`src/ipfs_defines.svh`:
```
// Constants for the inverter phase firing sequencer
`ifndef IPFS_DEFINES_SVH
`define IPFS_DEFINES_SVH

// ----------------------------------------------------------------------
// Timing
// ----------------------------------------------------------------------
`define IPFS_CLK_PERIOD_NS   5
`define IPFS_PULSE_TIME_NS   10000
// Least time, so round up to whole cycles
`define IPFS_PULSE_CYCLES    ((`IPFS_PULSE_TIME_NS + `IPFS_CLK_PERIOD_NS - 1) / `IPFS_CLK_PERIOD_NS)
`define IPFS_PULSE_CNT_W     12

// ----------------------------------------------------------------------
// Counts and channel layout
// ----------------------------------------------------------------------
`define IPFS_PHASES          3
`define IPFS_INV_SCRS        6
`define IPFS_COMM_SCRS       6
`define IPFS_PSU_SCRS        3
`define IPFS_PULSE_CH        12
`define IPFS_COMM_BASE       0
`define IPFS_PSU_BASE        6
`define IPFS_PAIR_BASE       9

// ----------------------------------------------------------------------
// Phase indices
// ----------------------------------------------------------------------
`define IPFS_PH_A            2'h0
`define IPFS_PH_B            2'h1
`define IPFS_PH_C            2'h2

`endif

```
`src/ipfs_pkg.sv`:
```
// Types shared by the inverter phase firing sequencer files
package ipfs_pkg;

  // Six commutation steps, one-hot
  typedef enum logic [5:0] {
    IPFS_STEP_0 = 6'h01,
    IPFS_STEP_1 = 6'h02,
    IPFS_STEP_2 = 6'h04,
    IPFS_STEP_3 = 6'h08,
    IPFS_STEP_4 = 6'h10,
    IPFS_STEP_5 = 6'h20
  } ipfs_step_type;

  // Start-stop state of one phase
  typedef enum logic [2:0] {
    IPFS_PH_STOPPED  = 3'h1,
    IPFS_PH_CHARGING = 3'h2,
    IPFS_PH_RUNNING  = 3'h4
  } ipfs_phase_state_type;

  // What the current commutation interval does to its phase
  typedef enum logic [3:0] {
    IPFS_ACT_NONE   = 4'h1,
    IPFS_ACT_NORMAL = 4'h2,
    IPFS_ACT_START  = 4'h4,
    IPFS_ACT_STOP   = 4'h8
  } ipfs_action_type;

endpackage

```
`src/ipfs_sequencer.sv`:
```
// Inverter phase firing sequencer: step logic, start-stop, firing, fault
//
// Overview of operation
// RULE_01 - Six pulses per cycle become three-phase full-wave logic in ABC order.
// RULE_02 - Each commutation command is steered to the phase of the current step.
// RULE_03 - Each phase starts and stops on its own, at its designated step.
// RULE_04 - Starting fires the supply SCR before any inverter SCR of that phase.
// RULE_05 - Stopping ends on the lower SCR, leaving the capacitor in start polarity.
// RULE_06 - Separate outputs: six inverter, six commutation, three supply SCRs.
// RULE_07 - In 460 volt mode each supply output drives a series SCR pair.
// RULE_08 - Inverter firing lasts half a cycle, gated by the firing oscillator.
// RULE_09 - Commutation and supply outputs give one short pulse per event.
// RULE_10 - Fault shutdown blocks all normal inverter firing at once.
// RULE_11 - During fault all six inverter SCRs fire together for shoot-through.
// RULE_12 - Upstream stops outgoing SCR, fires commutation, then supply and oncoming.
// RULE_13 - Upstream gives one commutation pulse per commutation, six per cycle.
// RULE_14 - Upstream asserts fault on short circuit, undervoltage or overvoltage.
// RULE_15 - Reset clears all firing, sets the initial step and stops all phases.
// RULE_16 - Six-state position advances one step per pulse and wraps after six.
`timescale 1ns/10ps
`include "ipfs_defines.svh"

module ipfs_sequencer #(
  parameter int PULSE_CYCLES = `IPFS_PULSE_CYCLES
) (
  // Clock and reset
  input  wire logic                         clk_in,
  input  wire logic                         reset_in,
  // Commutation logic from upstream control
  input  wire logic                         comm_pulse_in,
  input  wire logic                         comm_fire_in,
  input  wire logic                         oncoming_fire_in,
  input  wire logic                         fire_osc_in,
  input  wire logic                         fault_in,
  // Per-phase run requests and voltage strap
  input  wire logic [`IPFS_PHASES-1:0]      phase_run_in,
  input  wire logic                         mode_460_in,
  // Firing outputs to the pulse transformer drivers
  output logic      [`IPFS_INV_SCRS-1:0]    inv_fire_out,
  output logic      [`IPFS_COMM_SCRS-1:0]   comm_fire_out,
  output logic      [`IPFS_PSU_SCRS-1:0]    psu_fire_out,
  output logic      [`IPFS_PSU_SCRS-1:0]    psu_pair_fire_out,
  // Status
  output ipfs_pkg::ipfs_step_type           step_out,
  output logic      [`IPFS_PHASES-1:0]      phase_running_out,
  output logic                              fault_active_out
);

  import ipfs_pkg::*;

  // --------------------------------------------------------------------
  // State
  // --------------------------------------------------------------------

  // Whole state of the sequencer in one record
  typedef struct packed {
    ipfs_step_type                             step;
    logic [1:0]                                phase;
    logic                                      upper;
    ipfs_action_type                           action;
    logic                                      comm_done;
    ipfs_phase_state_type [`IPFS_PHASES-1:0]   ph_state;
    logic [`IPFS_INV_SCRS-1:0]                 conduct;
    logic [`IPFS_INV_SCRS-1:0]                 inv_fire;
    logic [`IPFS_PULSE_CH-1:0]                 trig;
    logic [`IPFS_PHASES-1:0]                   running;
    logic                                      fault;
    logic                                      mode_460;
  } ipfs_seq_state_type;

  // Registered state and the value it takes at the next edge
  ipfs_seq_state_type state;
  ipfs_seq_state_type next_state;

  // Generator outputs: commutation, supply, series partner
  logic [`IPFS_PULSE_CH-1:0] pulses;

  // --------------------------------------------------------------------
  // Step decoding
  // --------------------------------------------------------------------

  // Phase switched at each step: A+, C-, B+, A-, C+, B-
  // Each phase shows once upper and once lower per cycle
  function automatic logic [1:0] ipfs_phase_of(input ipfs_step_type st);
    logic [1:0] ph;
    ph = `IPFS_PH_A;
    case (st)
      IPFS_STEP_0: ph = `IPFS_PH_A;
      IPFS_STEP_1: ph = `IPFS_PH_C;
      IPFS_STEP_2: ph = `IPFS_PH_B;
      IPFS_STEP_3: ph = `IPFS_PH_A;
      IPFS_STEP_4: ph = `IPFS_PH_C;
      IPFS_STEP_5: ph = `IPFS_PH_B;
      default:     ph = `IPFS_PH_A;
    endcase
    return ph;
  endfunction

  // Even steps bring an upper SCR on, odd steps a lower one
  // Outgoing device is the other switch of the same phase
  function automatic logic ipfs_upper_of(input ipfs_step_type st);
    logic up;
    up = 1'b0;
    case (st)
      IPFS_STEP_0,
      IPFS_STEP_2,
      IPFS_STEP_4: up = 1'b1;
      default:     up = 1'b0;
    endcase
    return up;
  endfunction

  // One step forward, wrapping after the sixth
  function automatic ipfs_step_type ipfs_advance(input ipfs_step_type st);
    ipfs_step_type nx;
    nx = IPFS_STEP_0;
    case (st)
      IPFS_STEP_0: nx = IPFS_STEP_1;
      IPFS_STEP_1: nx = IPFS_STEP_2;
      IPFS_STEP_2: nx = IPFS_STEP_3;
      IPFS_STEP_3: nx = IPFS_STEP_4;
      IPFS_STEP_4: nx = IPFS_STEP_5;
      IPFS_STEP_5: nx = IPFS_STEP_0;
      default:     nx = IPFS_STEP_0;
    endcase
    return nx;
  endfunction

  // --------------------------------------------------------------------
  // Next-state logic
  // --------------------------------------------------------------------

  // SCR index: upper = 2*phase, lower = 2*phase+1
  always_comb begin
    logic [2:0] out_idx;
    logic [2:0] in_idx;
    next_state      = state;
    next_state.trig = '0;
    out_idx         = {state.phase, state.upper};
    in_idx          = {state.phase, ~state.upper};

    // Position tracks the reference even during a fault
    if (comm_pulse_in) begin
      next_state.step      = ipfs_advance(state.step);            // see RULE_16
      next_state.phase     = ipfs_phase_of(next_state.step);      // see RULE_01
      next_state.upper     = ipfs_upper_of(next_state.step);
      next_state.comm_done = 1'b0;
    end

    // Fault outranks every command, so no late oncoming firing
    // can meet a half-discharged capacitor
    if (fault_in) begin
      // Forget all conduction so a later restart begins from charging
      next_state.conduct = '0;                                    // see RULE_10
      next_state.action  = IPFS_ACT_NONE;
      for (int i = 0; i < `IPFS_PHASES; i++) begin
        next_state.ph_state[i] = IPFS_PH_STOPPED;
      end
    end else if (comm_pulse_in) begin
      // Decide what this interval does to the steered phase
      next_state.action = IPFS_ACT_NONE;
      case (state.ph_state[next_state.phase])
        IPFS_PH_RUNNING: begin
          // Outgoing SCR stops at the start of the interval
          next_state.conduct[{next_state.phase, next_state.upper}] = 1'b0;  // see RULE_02
          if (next_state.upper && !phase_run_in[next_state.phase]) begin
            // Stop only where the lower SCR was the last one fired
            next_state.action = IPFS_ACT_STOP;                    // see RULE_05
            next_state.ph_state[next_state.phase] = IPFS_PH_STOPPED;  // see RULE_03
          end else begin
            next_state.action = IPFS_ACT_NORMAL;
          end
        end
        IPFS_PH_STOPPED: begin
          // Start only at the step that brings the upper SCR on
          if (next_state.upper && phase_run_in[next_state.phase]) begin
            next_state.action = IPFS_ACT_START;                   // see RULE_03
            next_state.ph_state[next_state.phase] = IPFS_PH_CHARGING;
          end
        end
        IPFS_PH_CHARGING: begin
          // Charging interval passed without a supply firing: give up
          next_state.ph_state[next_state.phase] = IPFS_PH_STOPPED;
        end
        default: begin
          next_state.ph_state[next_state.phase] = IPFS_PH_STOPPED;
        end
      endcase
    end else begin
      // Fire inputs in the cycle of a commutation pulse are dropped,
      // never steered to the phase being left
      // Commutation SCR of the outgoing device, once per interval
      if (comm_fire_in && !state.comm_done &&
          (state.action == IPFS_ACT_NORMAL || state.action == IPFS_ACT_STOP)) begin
        next_state.trig[`IPFS_COMM_BASE + out_idx] = 1'b1;       // see RULE_02
        next_state.comm_done = 1'b1;
        if (state.action == IPFS_ACT_STOP) begin
          next_state.action = IPFS_ACT_NONE;                      // see RULE_05
        end
      end
      // Supply SCR and oncoming inverter SCR
      if (oncoming_fire_in) begin
        case (state.action)
          IPFS_ACT_NORMAL: begin
            // Supply tops up the capacitor as the oncoming device fires
            next_state.trig[`IPFS_PSU_BASE + state.phase] = 1'b1;
            next_state.trig[`IPFS_PAIR_BASE + state.phase] = state.mode_460;  // see RULE_07
            next_state.conduct[in_idx] = 1'b1;                    // see RULE_02
            next_state.action = IPFS_ACT_NONE;
          end
          IPFS_ACT_START: begin
            // Charge the capacitor only; inverter firing waits a turn
            next_state.trig[`IPFS_PSU_BASE + state.phase] = 1'b1;  // see RULE_04
            next_state.trig[`IPFS_PAIR_BASE + state.phase] = state.mode_460;
            next_state.ph_state[state.phase] = IPFS_PH_RUNNING;
            next_state.action = IPFS_ACT_NONE;
          end
          IPFS_ACT_NONE,
          IPFS_ACT_STOP: begin
            // Stopping phase gets no supply or oncoming firing
            next_state.action = state.action;
          end
          default: begin
            next_state.action = IPFS_ACT_NONE;
          end
        endcase
      end
    end

    // Inverter firing: held conduction chopped by the oscillator
    // Shoot-through is chopped too, sparing the pulse transformers
    if (fault_in) begin
      next_state.inv_fire = {`IPFS_INV_SCRS{fire_osc_in}};        // see RULE_11
    end else begin
      next_state.inv_fire = next_state.conduct & {`IPFS_INV_SCRS{fire_osc_in}};  // see RULE_08
    end
    next_state.fault = fault_in;

    // Running flags for status
    for (int i = 0; i < `IPFS_PHASES; i++) begin
      next_state.running[i] = (next_state.ph_state[i] == IPFS_PH_RUNNING);
    end

    // Reset; strap is captured while reset is held
    // Step 5 makes the first commutation pulse land on step 0
    // comm_done set, so a fire before the first pulse is ignored
    if (reset_in) begin
      next_state           = '0;                                  // see RULE_15
      next_state.step      = IPFS_STEP_5;
      next_state.upper     = 1'b0;
      next_state.phase     = ipfs_phase_of(IPFS_STEP_5);
      next_state.action    = IPFS_ACT_NONE;
      next_state.comm_done = 1'b1;
      next_state.mode_460  = mode_460_in;
      for (int i = 0; i < `IPFS_PHASES; i++) begin
        next_state.ph_state[i] = IPFS_PH_STOPPED;
      end
    end
  end

  // --------------------------------------------------------------------
  // State register
  // --------------------------------------------------------------------

  // Synchronous reset lives in the next-state logic
  // One register for all state keeps every output glitch free
  always_ff @(posedge clk_in) begin
    state <= next_state;
  end

  // --------------------------------------------------------------------
  // Short pulse generators
  // --------------------------------------------------------------------

  // Fixed width keeps pulse transformers out of saturation
  // Triggers are registered: pulses start one edge after the command edge
  ipfs_pulse_gen #(
    .CHANNELS     (`IPFS_PULSE_CH),
    .PULSE_CYCLES (PULSE_CYCLES),
    .CNT_W        (`IPFS_PULSE_CNT_W)
  ) u_pulse_gen (
    .clk_in    (clk_in),
    .reset_in  (reset_in),
    .trig_in   (state.trig),                                      // see RULE_09
    .pulse_out (pulses)
  );

  // --------------------------------------------------------------------
  // Outputs
  // --------------------------------------------------------------------

  // All straight from flip-flops
  // Pulse outputs come from the generator's own registers
  assign inv_fire_out      = state.inv_fire;                      // see RULE_06
  assign comm_fire_out     = pulses[`IPFS_COMM_BASE +: `IPFS_COMM_SCRS];
  assign psu_fire_out      = pulses[`IPFS_PSU_BASE +: `IPFS_PSU_SCRS];
  assign psu_pair_fire_out = pulses[`IPFS_PAIR_BASE +: `IPFS_PSU_SCRS];
  assign step_out          = state.step;
  assign phase_running_out = state.running;
  assign fault_active_out  = state.fault;

endmodule

```
`src/ipfs_pulse_gen.sv`:
```
// Fixed-width single short pulse generators, one per channel
`timescale 1ns/10ps
`include "ipfs_defines.svh"

module ipfs_pulse_gen #(
  parameter int CHANNELS     = `IPFS_PULSE_CH,
  parameter int PULSE_CYCLES = `IPFS_PULSE_CYCLES,
  parameter int CNT_W        = `IPFS_PULSE_CNT_W
) (
  // Clock and reset
  input  wire logic                clk_in,
  input  wire logic                reset_in,
  // One-cycle triggers
  input  wire logic [CHANNELS-1:0] trig_in,
  // Pulses
  output logic      [CHANNELS-1:0] pulse_out
);

  // --------------------------------------------------------------------
  // State
  // --------------------------------------------------------------------
  typedef struct packed {
    logic [CHANNELS-1:0][CNT_W-1:0] count;
    logic [CHANNELS-1:0]            pulse;
  } ipfs_pulse_state_type;

  localparam logic [CNT_W-1:0] LAST = CNT_W'(PULSE_CYCLES - 1);

  ipfs_pulse_state_type state;
  ipfs_pulse_state_type next_state;

  // Retrigger while active is ignored, so each event gives one pulse
  always_comb begin
    next_state = state;
    for (int i = 0; i < CHANNELS; i++) begin
      if (state.pulse[i]) begin
        if (state.count[i] == LAST) begin
          next_state.pulse[i] = 1'b0;
          next_state.count[i] = '0;
        end else begin
          next_state.count[i] = state.count[i] + CNT_W'(1);
        end
      end else if (trig_in[i]) begin
        next_state.pulse[i] = 1'b1;
        next_state.count[i] = '0;
      end
    end
    if (reset_in) begin
      next_state = '0;
    end
  end

  // State register
  always_ff @(posedge clk_in) begin
    state <= next_state;
  end

  assign pulse_out = state.pulse;

endmodule

```
`config.mk`:
```
export PLATFORM = sky130hd
export DESIGN_NAME = ipfs_sequencer
export DESIGN_NICKNAME = d
export VERILOG_FILES = /design/src/ipfs_pkg.sv /design/src/ipfs_sequencer.sv /design/src/ipfs_pulse_gen.sv
export VERILOG_INCLUDE_DIRS = /design/src
export SDC_FILE = /design/constraint.sdc
export NUM_CORES = 1
export LEC_CHECK = 0
export BUFFER_PORTS_ARGS = -buffer_cell sky130_fd_sc_hd__buf_2
export CAP_MARGIN = 20
export CORE_ASPECT_RATIO = 1.1
export CORE_MARGIN = 4
export CORE_UTILIZATION = 40
export CTS_CLUSTER_DIAMETER = 80
export DETAILED_ROUTE_END_ITERATION = 12
export GPL_TIMING_DRIVEN = 0
export HOLD_SLACK_MARGIN = 0.05
export PLACE_DENSITY = 0.62
export SYNTH_ARGS = -nofsm -noshare
export SYNTH_HDL_FRONTEND = slang
export SYNTH_HIERARCHICAL = 1
export SYNTH_SLANG_ARGS = --single-unit
```
`constraint.sdc`:
```
create_clock -name clk_in -period 6 [get_ports clk_in]
set_input_delay 0.6 -clock clk_in [delete_from_list [all_inputs] [get_ports clk_in]]
set_output_delay 0.6 -clock clk_in [all_outputs]
set_load 0.05 [all_outputs]
```
Word-level counts from Yosys, hierarchy flattened
Index checks and enable logic that the tools add are counted.

Div/mod/pow operators: 0. Equality and inequality tests: 32. Multiply operators: 0. Add/sub/neg operators: 14. Reduce and logical (&&, ||, !) cells: 36. Bitwise gates (word level): 15. Shifts and indexed selects: 0. Muxes and demuxes: 122. Order comparisons: 14.

Operator list (number): two-way mux 12 bit (40); adder 12 x 1 -> 12 bit (second input constant) (12); == test 12 x 11 -> 1 bit (second input constant) (12); two-way mux 1 bit (46); two-way mux 15 bit (3); AND 6 bit (5); one-hot mux 6 bit (5 select lines) (1); two-way mux 9 bit (3); two-way mux 6 bit (4); NOT 6 bit (4); nonzero test 2 bit (12); two-way mux 4 bit (5); one-hot mux 9 bit (2 select lines) (1); two-way mux 3 bit (5); bitwise mux 12 bit (1); demux 3 bit (select 2 bit) (2); == test 3 bit (second input constant) (4); == test 6 x 1 -> 1 bit (second input constant) (2); == test 6 x 2 -> 1 bit (second input constant) (2); == test 6 x 3 -> 1 bit (second input constant) (2); == test 6 x 5 -> 1 bit (second input constant) (2); bitwise OR 12 bit (1); logical AND 1 bit (11); OR reduction 2 bit (5); other kinds (35) (48).

Memories kept: 0. Memory bits (read-only): 0. Bits in registers: 208. Logic and storage cells: 260. Bits in latches: 0. Memory bits (writable): 0.

Depth between registers and ports, before layout
Gate-level depths: netlist of the first run.

Depth after elaboration: 19. Gate-level depth with buffers: 9. Depth with buffers taken out: 7.

Cells and area by module
Netlist of the first run, hierarchy kept.

Modules (own cells, without submodules): ipfs_pulse_gen (cells an instance 993, seq. area each 3123.0 um2, times used 1, area an instance 8167.8 um2); ipfs_sequencer (cells an instance 321, seq. area each 1051.0 um2, times used 1, area an instance 2775.2 um2).

Worst setup path after synthesis of the first run
Ideal clock, no wire load.

Path kind: in2reg. Start: input comm_pulse_in. End: register state (netlist bit phase_running_out[2]). Arrival: 2.636 ns. Path slack: 3.249 ns. Stages: 8. Required time: 5.884 ns. Buffers on the path: 1. Path through: or3b_1 buf_6 o31ai_4 nand4b_2 a221o_1 o32a_1 o221a_4 and3_1.

Longest elaborated chain between the ends: 12.

Ends and longest elaborated chain: start, declared (RTL line ipfs_sequencer.sv:30) `input wire logic comm_pulse_in,`; two-way mux 3 bit (RTL line ipfs_sequencer.sv:143) `if (comm_pulse_in) begin`; < comparator 2 x 3 -> 1 bit (implied by the code) / >= comparator 2 x 1 -> 1 bit (equally long branches); logical AND 1 bit (implied by the code); two-way mux 3 bit (implied by the code); demux 3 bit (select 2 bit); NOT 6 bit (no source line); AND 6 bit (no source line); two-way mux 9 bit, on equally long branches (RTL line ipfs_sequencer.sv:176, ipfs_sequencer.sv:166); one-hot mux 9 bit (2 select lines) (RTL line ipfs_sequencer.sv:162) `case (state.ph_state[next_state.phase])`; two-way mux 15 bit (*) (RTL line ipfs_sequencer.sv:159) `end else if (comm_pulse_in) begin`; two-way mux 15 bit (*) (RTL line ipfs_sequencer.sv:152) `if (fault_in) begin`; == test 3 bit (*) (RTL line ipfs_sequencer.sv:241) `next_state.running[i] = (next_state.ph_state[i] == IPFS_PH_RUNNING);`; end signal, assigned (RTL line ipfs_sequencer.sv:268) `state <= next_state;`; end, declared (RTL line ipfs_sequencer.sv:72) `ipfs_seq_state_type state;`.

Every way passes the cells marked *; elsewhere a longest branch is shown, timed or not. The select of a mux whose other input is x is not followed. A chain may end at the register's enable or synchronous reset.

Final worst setup path of the first run
Start: register state (netlist bit step_out[0]). End: register state (netlist bit phase_running_out[1]).

Longest elaborated chain between the ends: 18.

Ends and longest elaborated chain: == test 6 x 5 -> 1 bit, or another cell as far along (RTL line ipfs_sequencer.sv:117) `case (st)`; one-hot mux 6 bit (5 select lines) (*) (RTL line ipfs_sequencer.sv:117); two-way mux 6 bit (*) (RTL line ipfs_sequencer.sv:143); == test 6 x 3 -> 1 bit, or another cell as far along (RTL line ipfs_sequencer.sv:87, ipfs_sequencer.sv:104); OR reduction 2 bit (no source line); one-hot mux 2 bit (2 select lines) (RTL line ipfs_sequencer.sv:87) `case (st)`; two-way mux 3 bit (*) (RTL line ipfs_sequencer.sv:143); < comparator 2 x 3 -> 1 bit (implied by the code) / >= comparator 2 x 1 -> 1 bit (equally long branches); [2 not listed]; demux 3 bit (select 2 bit); NOT 6 bit (no source line); AND 6 bit (no source line); two-way mux 9 bit, on equally long branches (RTL line ipfs_sequencer.sv:176, ipfs_sequencer.sv:166); one-hot mux 9 bit (2 select lines) (*) (RTL line ipfs_sequencer.sv:162); two-way mux 15 bit (*) (RTL line ipfs_sequencer.sv:159); two-way mux 15 bit (*) (RTL line ipfs_sequencer.sv:152); == test 3 bit (*) (RTL line ipfs_sequencer.sv:241).

Marks and branches as above.

==> results.md, run 1 <==
- CP Cell Sequence: clkbuf_8, nor4_4, a31oi_1, clkbuf_8, o32ai_1, a32oi_1, nor3_2, a21oi_1, nor4_1
- Boundary Pins: 39
- Max Root-Sink Buffers: 3
- CTS resizes: 0
- 1st-iter DRT viols: 716
- IO buf count: 37
- Synth cell count leaders: 207 x dfxtp_1, 134 x nor2_1, 107 x nand2_1
- Sw Ratio: 0.233
- Part of the Yosys area used for sequential elements: 0.381
- CP required: 6.39 ns
- Crit-path max FO: 10
- Die ar.: 30,100 um2
- Comb pwr share: 0.051
- Layout cells sized above 1: 0.110
- TNS Setup: 0 ns
- Hold Path Class: in2reg
- CP Class: reg2reg
- Critical path's top delay family: simple AND/OR/NAND/NOR gates
- Crit path DAT: 3.53 ns
- Setup crit end kind: flop
- Initial antenna violation count: 0
- Register bit total from synthesis: 208
- Seq pwr share: 0.473
- First-pass GRT wire length: 46.2 mm
- Avg WL per Cell: 16.1 um
- Overflow after GRT: 0
- All-Layer GR Usage: 0.178
- Clock power share: 0.476
- Ys Warns: 6
- Post-Route Skew: 0.0116 ns
- Fill count: 2,629
- Cts hold-fix bufs: 0
- Crit path max-delay cell type: nor4_4
- Synth Instances: 1,314
- Mapped Area: 10,900 um2
- Hpwl dp: 19.8 mm
- Buf+Inv Stages, Crit Path: 2
- Routed WL: 28.2 mm
- Leak: 4.40 nW
- Drt pass-1 iters: 5
- Die Width: 166 um
- Status: complete, no violations
- Ys async rst share: 0
- Slew Limit Headroom: 0.410
- Largest net degree at the start of global routing: 14
- Critical Path Max Stage Delay: 0.48 ns
- RSZ-0062 raised after global routing: no
- Dominant cell type by area after synthesis: dfxtp_1
- Clk slew on worst S/H paths: 0.06 ns
- Max Transition Viols Final: 0
- Setup-failing EPs final: 0
- Maxcap violations: 0
- Number of flops mapped to enable cells by yosys: 1
- Clk sinks: 208
- Nets: 1,402
- Top cells by area, synth: dfxtp_1 38%, nor2_1 4.6%, nand2_1 3.7%
- CTS tree: built
- Tcrit/Tclk final: 0.523
- Area of the multi-input gates: 6100 um2
- CTS buffer count: 26
- Routed via count: 10,100
- Syn_nets: 1,337
- Site Rows: 63
- Internal power: 0.00226 W
- Yosys top cell area share: 0.379
- Layout overhead on the synthesized area: 12.8%
- Die Ht: 181 um
- DRC viols: 0
- Number of global-route vias before repair: 9,382
- PD cells: 239 nW/um2
- Crit path time final: 3.14 ns
- Critical Path Most Common Cell: clkbuf_8
- Worst Max-Slew Pin Slew: 0.885 ns
- Worst vdd ir: 0.000156 V
- Starting Density: 0.406
- Diode count: 0
- ANT nets after route: 0
- Seq. cell area: 4170 um2
- Sw Pwr: 0.000688 W
- Core region area: 27,000 um2
- H-tree depth: 1
- Clock latency on the worst-skew pair: 0.52 ns
- Commonest register cell after synthesis: dfxtp_1
- Vias per inst: 5.76
- Critical Path Start Type: flop
- Postcts setup bufs: 0
- Count leader, synth: dfxtp_1
- Yosys cell types: 98
- Routability-driven placement congestion ratio: 0.943
- Final hold slack: 0.282 ns
- Fmax: 319 MHz
- Fin. Hold Viols: 0
- Root Buffer: clkbuf_16
- Syn avg cell area: 8.33 um2
worst paths after layout:
| path | from | depth (start not counted) | slack [ns] | end |
|---|---|---|---|---|
| setup / recovery | step_out[0] | 9 | 2.86 | phase_running_out[1] |
| hold / removal | mode_460_in | 1 | 0.28 | state[0] |
| setup reg to reg | step_out[0] | 9 | 2.86 | phase_running_out[1] |
| hold reg to reg | u_pulse_gen/state[59] | 1 | 0.48 | u_pulse_gen/state[59] |
power groups by stage:
stage          Clock [W]  Sequential (W)  Combinational, W
3_5_place_dp           0         0.00143          0.000149
3_3_place_gp           0         0.00143          0.000149
5_1_grt          0.00152         0.00140          0.000161
6_report         0.00140         0.00140          0.000150
2_1_floorplan          0         0.00143          0.000101
4_1_cts          0.00145         0.00140          0.000150
final cells by class:
| type | count | share of cell area |
|---|---|---|
| Timing Repair Buffer | 37 | 0.0150 |
| Sequential cell | 208 | 0.338 |
| Tap cell | 357 | 0.0362 |
| Buffer | 84 | 0.0423 |
| Clock buffer | 37 | 0.0585 |
| Inverter | 40 | 0.0122 |
| Multi-Input combinational cell | 982 | 0.494 |
| Clock inverter | 6 | 0.00365 |
through the flow:
stage	instance area, um2	cells	setup WS [ns]	power, W	util
6_report	12300	1751	2.86	0.00295	0.458
5_1_grt	12300	1751	2.68	0.00308	0.458
4_1_cts	12300	1751	2.93	0.00299	0.458
3_5_place_dp	11600	1708	2.79	0.00158	0.429
3_3_place_gp	11600	1708	2.76	0.00158	0.429
2_1_floorplan	10900	1314	3.25	0.00153	-
state kept, by name, summed over array words and instances, names as in the netlist:
signal and cells:
fault_active_out 1, inv_fire_out 6, phase_running_out 3, state 36, step_out 6, u_pulse_gen/pulse_out 12
u_pulse_gen/state 144
logic make-up after synthesis:
| logic type | Yosys count | synth area share |
|---|---|---|
| adders and majority gates | 12 | 0.0137 |
| xor gates and xnor gates | 21 | 0.0168 |
| DFF | 208 | 0.381 |
| AOI/OAI and AO/OA | 347 | 0.226 |
| muxes | 21 | 0.0196 |
| buffers and inverters | 124 | 0.0614 |
| and+or+nand+nor | 581 | 0.281 |
routing by layer:
layer,vias to the layer above,wire length (um),track usage
met5,-,0,0
met4,0,620,0.0502
met3,52,1200,0.0248
met2,227,13200,0.307
met1,4759,13100,0.233
li1,5055,-,-
layout by cell type (no fill, tap or decap), types with 6 or more instances in the layout:
cell,synthesis,routed
inv_1,40,40
clkbuf_8,3,6
a41oi_1,8,8
buf_4,27,27
and4_1,11,11
clkbuf_1,37,45
nor2b_1,9,9
xnor2_1,12,12
nand3b_1,19,19
xor2_1,9,9
nor3b_1,6,6
a211oi_1,13,13
ha_1,12,12
o21ai_0,51,51
a22oi_1,17,17
a221oi_1,7,7
o31ai_1,15,15
nand2_1,107,107
nand3_1,76,76
buf_2,5,42
clkbuf_16,0,26
or4_1,7,7
mux2i_1,18,18
and2_1,16,16
a31oi_1,36,36
dfxtp_1,207,207
nand2b_1,15,15
a22o_1,17,17
or3_1,23,23
a21o_1,21,21
a21oi_1,63,63
nor3_1,49,49
nor4_1,25,25
nand4_1,25,25
nor2_1,134,134
o21a_1,12,12
o211ai_1,14,14
and3_1,21,21
Power figures use the tool's default switching activity.
==> inputs of run 2 (changes only) <==
==> constraint.sdc (replaced) <==
create_clock -name clk_in -period 3.2 [get_ports clk_in]
set_input_delay 0.32 -clock clk_in [delete_from_list [all_inputs] [get_ports clk_in]]
set_output_delay 0.32 -clock clk_in [all_outputs]
set_load 0.05 [all_outputs]
==> run 2 against run 1 <==
  * Hold slack worse by 0.067 ns
  * Wire length decreased by 0.13%
  * Critical path type unchanged
  * Critical endpoint unchanged
  * First-iteration DRC count increased by 2.9%
==> results.md, run 2 (same netlist as run 1, synthesis figures left out) <==
- Status: complete, no violations
- Setup-failing EPs final: 0 (unchanged)
- Max reg flops: 144 (unchanged)
- Crit path max-delay cell type: a221oi_1
- Slew Limit Headroom: 0.421 (+0.0108)
- Buf+Inv Stages, Crit Path: 2 (unchanged)
- Post-Route Skew: 0.0121 ns (+0.000488 ns)
- Diode count: 0 (unchanged)
- Hold Path Class: in2reg
- Fin. Hold Viols: 0 (unchanged)
- Crit-path max FO: 9 (-1)
- CP required: 3.59 ns (-2.80 ns)
- Crit path time final: 3.01 ns (-0.131 ns)
- Boundary Pins: 39 (unchanged)
- Die ar.: 30,100 um2 (unchanged)
- Maxcap violations: 0 (unchanged)
- Nets: 1,405 (+0.21%)
- Critical path's top delay family: compound AO/OA/AOI/OAI gates
- Clock latency on the worst-skew pair: 0.52 ns (about the same)
- Crit path DAT: 3.40 ns (-0.13 ns)
- Routed WL: 28.1 mm (-0.13%)
- Core region area: 27,000 um2 (unchanged)
- Initial antenna violation count: 0 (unchanged)
- Met1 Wirelength: 13.1 mm (-0.32%)
- Reg with most FFs: u_pulse_gen/state
- Critical Path Max Stage Delay: 0.48 ns (about the same)
- CP Class: reg2reg
- CP Cell Sequence: buf_2, or2_2, clkbuf_1, o31a_2, nor3_2, a2bb2oi_1, a221oi_1, o21ai_0, nor4_1
- Vias per inst: 5.77 (about the same)
- Largest net degree at the start of global routing: 14 (unchanged)
- Hold Crit Depth: 3 (+2)
- Avg WL per Cell: 16.0 um (-0.31%)
- PD cells: 447 nW/um2 (+87%)
- CTS buffer count: 26 (unchanged)
- Max Transition Viols Final: 0 (unchanged)
- IO buf count: 37 (unchanged)
- Tcrit/Tclk final: 0.940 (+0.417)
- Layout cells sized above 1: 0.112 (+0.00191)
- Clk slew on worst S/H paths: 0.05 ns (about the same)
- Overflow after GRT: 0 (unchanged)
- Top layer in use: met4
- 1st-iter DRT viols: 737 (+2.9%)
- Met3 WL post-DR: 1.21 mm (+0.92%)
- Critical Path Start Type: flop
- CTS tree: built
- RSZ-0062 raised after global routing: no
- Finished Cell Area: 12,400 um2 (+0.35%)
- Routability-driven placement congestion ratio: 0.943 (unchanged)
- DRC viols: 0 (unchanged)
- H-tree depth: 1 (unchanged)
- TNS Setup: 0 ns (unchanged)
- Site Rows: 63 (unchanged)
- Routed via count: 10,100 (+0.26%)
- Clk sinks: 208 (unchanged)
- First-pass GRT wire length: 46.2 mm (unchanged)
- PnR worst setup slack: 0.191 ns (-2.67 ns)
- Layout overhead on the synthesized area: 13.2%
- Starting Density: 0.406 (unchanged)
- All-Layer GR Usage: 0.178 (unchanged)
- Most frequent cells in the layout: 207 x dfxtp_1, 134 x nor2_1, 107 x nand2_1
- Drt pass-1 iters: 6 (+1)
- DP Worst Slack: 0.159 ns (-2.64 ns)
- Max Root-Sink Buffers: 3 (unchanged)
- Worst R2R Path Depth: 9 (unchanged)
- ANT nets after route: 0 (unchanged)
- Die Ht: 181 um (unchanged)
- Number of global-route vias before repair: 9,382 (unchanged)
- Setup crit end kind: flop
- Die Width: 166 um (unchanged)
- Hpwl dp: 19.8 mm (unchanged)
- Worst vdd ir: 0.000292 V (+88%)
- Finished Core Util: 0.459 (+0.00162)
- Crit. path cell count: 9 (unchanged)
- Leak: 4.42 nW (+0.42%)
- Worst Max-Slew Pin Slew: 0.860 ns (-0.0253 ns)
- Fmax: 332 MHz (+4.3%)
- WL met2: 13.2 mm (+0.22%)
- Root Buffer: clkbuf_16
- Commonest non-fill, non-tap cell in the layout: dfxtp_1
- Placement-stage cell area: 11,600 um2 (unchanged)
run 2: timing repair:
item / CTS / global route
gates resized for setup: 0 / 3
buffers inserted: 0 / 1
hold buffers: 2 / 0
endpoints found under the setup margin: 0 / 4
hold endpoints to repair: 2 / 0
run 2: final cells by class:
class | instances | area (um2)
fillers | 2625 | 14600
repair buffers | 40 | 213
plain buffers | 84 | 522
clock inverters | 6 | 45.0
flip-flops and latches | 208 | 4170
inverters | 40 | 150
multi-input cells | 982 | 6110
clock buffers | 37 | 722
well taps | 357 | 447
run 2: worst min-delay path: stages:
cell and delay (ns):
buf_2 0.10, nand2b_1 0.19, a21oi_1 0.07
run 2: worst paths after layout:
| kind | slack, ns | startpoint | to |
|---|---|---|---|
| min | 0.22 | fire_osc_in | inv_fire_out[2] |
| max reg2reg | 0.19 | step_out[2] | phase_running_out[1] |
| min reg2reg | 0.47 | u_pulse_gen/state[93] | u_pulse_gen/state[93] |
| max | 0.19 | step_out[2] | phase_running_out[1] |
run 2: report_power, final:
| part | total (W) | switching, W | internal (W) |
|---|---|---|---|
| clock | 0.00263 | 0.00108 | 0.00156 |
| sequential | 0.00262 | 0.0000122 | 0.00261 |
| combinational | 0.000287 | 0.000202 | 0.0000849 |
| total | 0.00554 | 0.00129 | 0.00425 |
run 2: metrics by stage:
stage / hold slack, ns / std cells / total power [W]
CTS: 0.194 / 1753 / 0.00562
global route: 0.221 / 1754 / 0.00577
floorplan: 0.419 / 1314 / 0.00286
detailed placement: 0.465 / 1708 / 0.00295
global placement: 0.459 / 1708 / 0.00295
finish: 0.215 / 1754 / 0.00554
run 2: per-layer routing:
metal,track usage,vias up
li1,-,5060
met1,0.232,4769
met2,0.307,242
met3,0.0248,48
met4,0.0502,0
met5,0,-
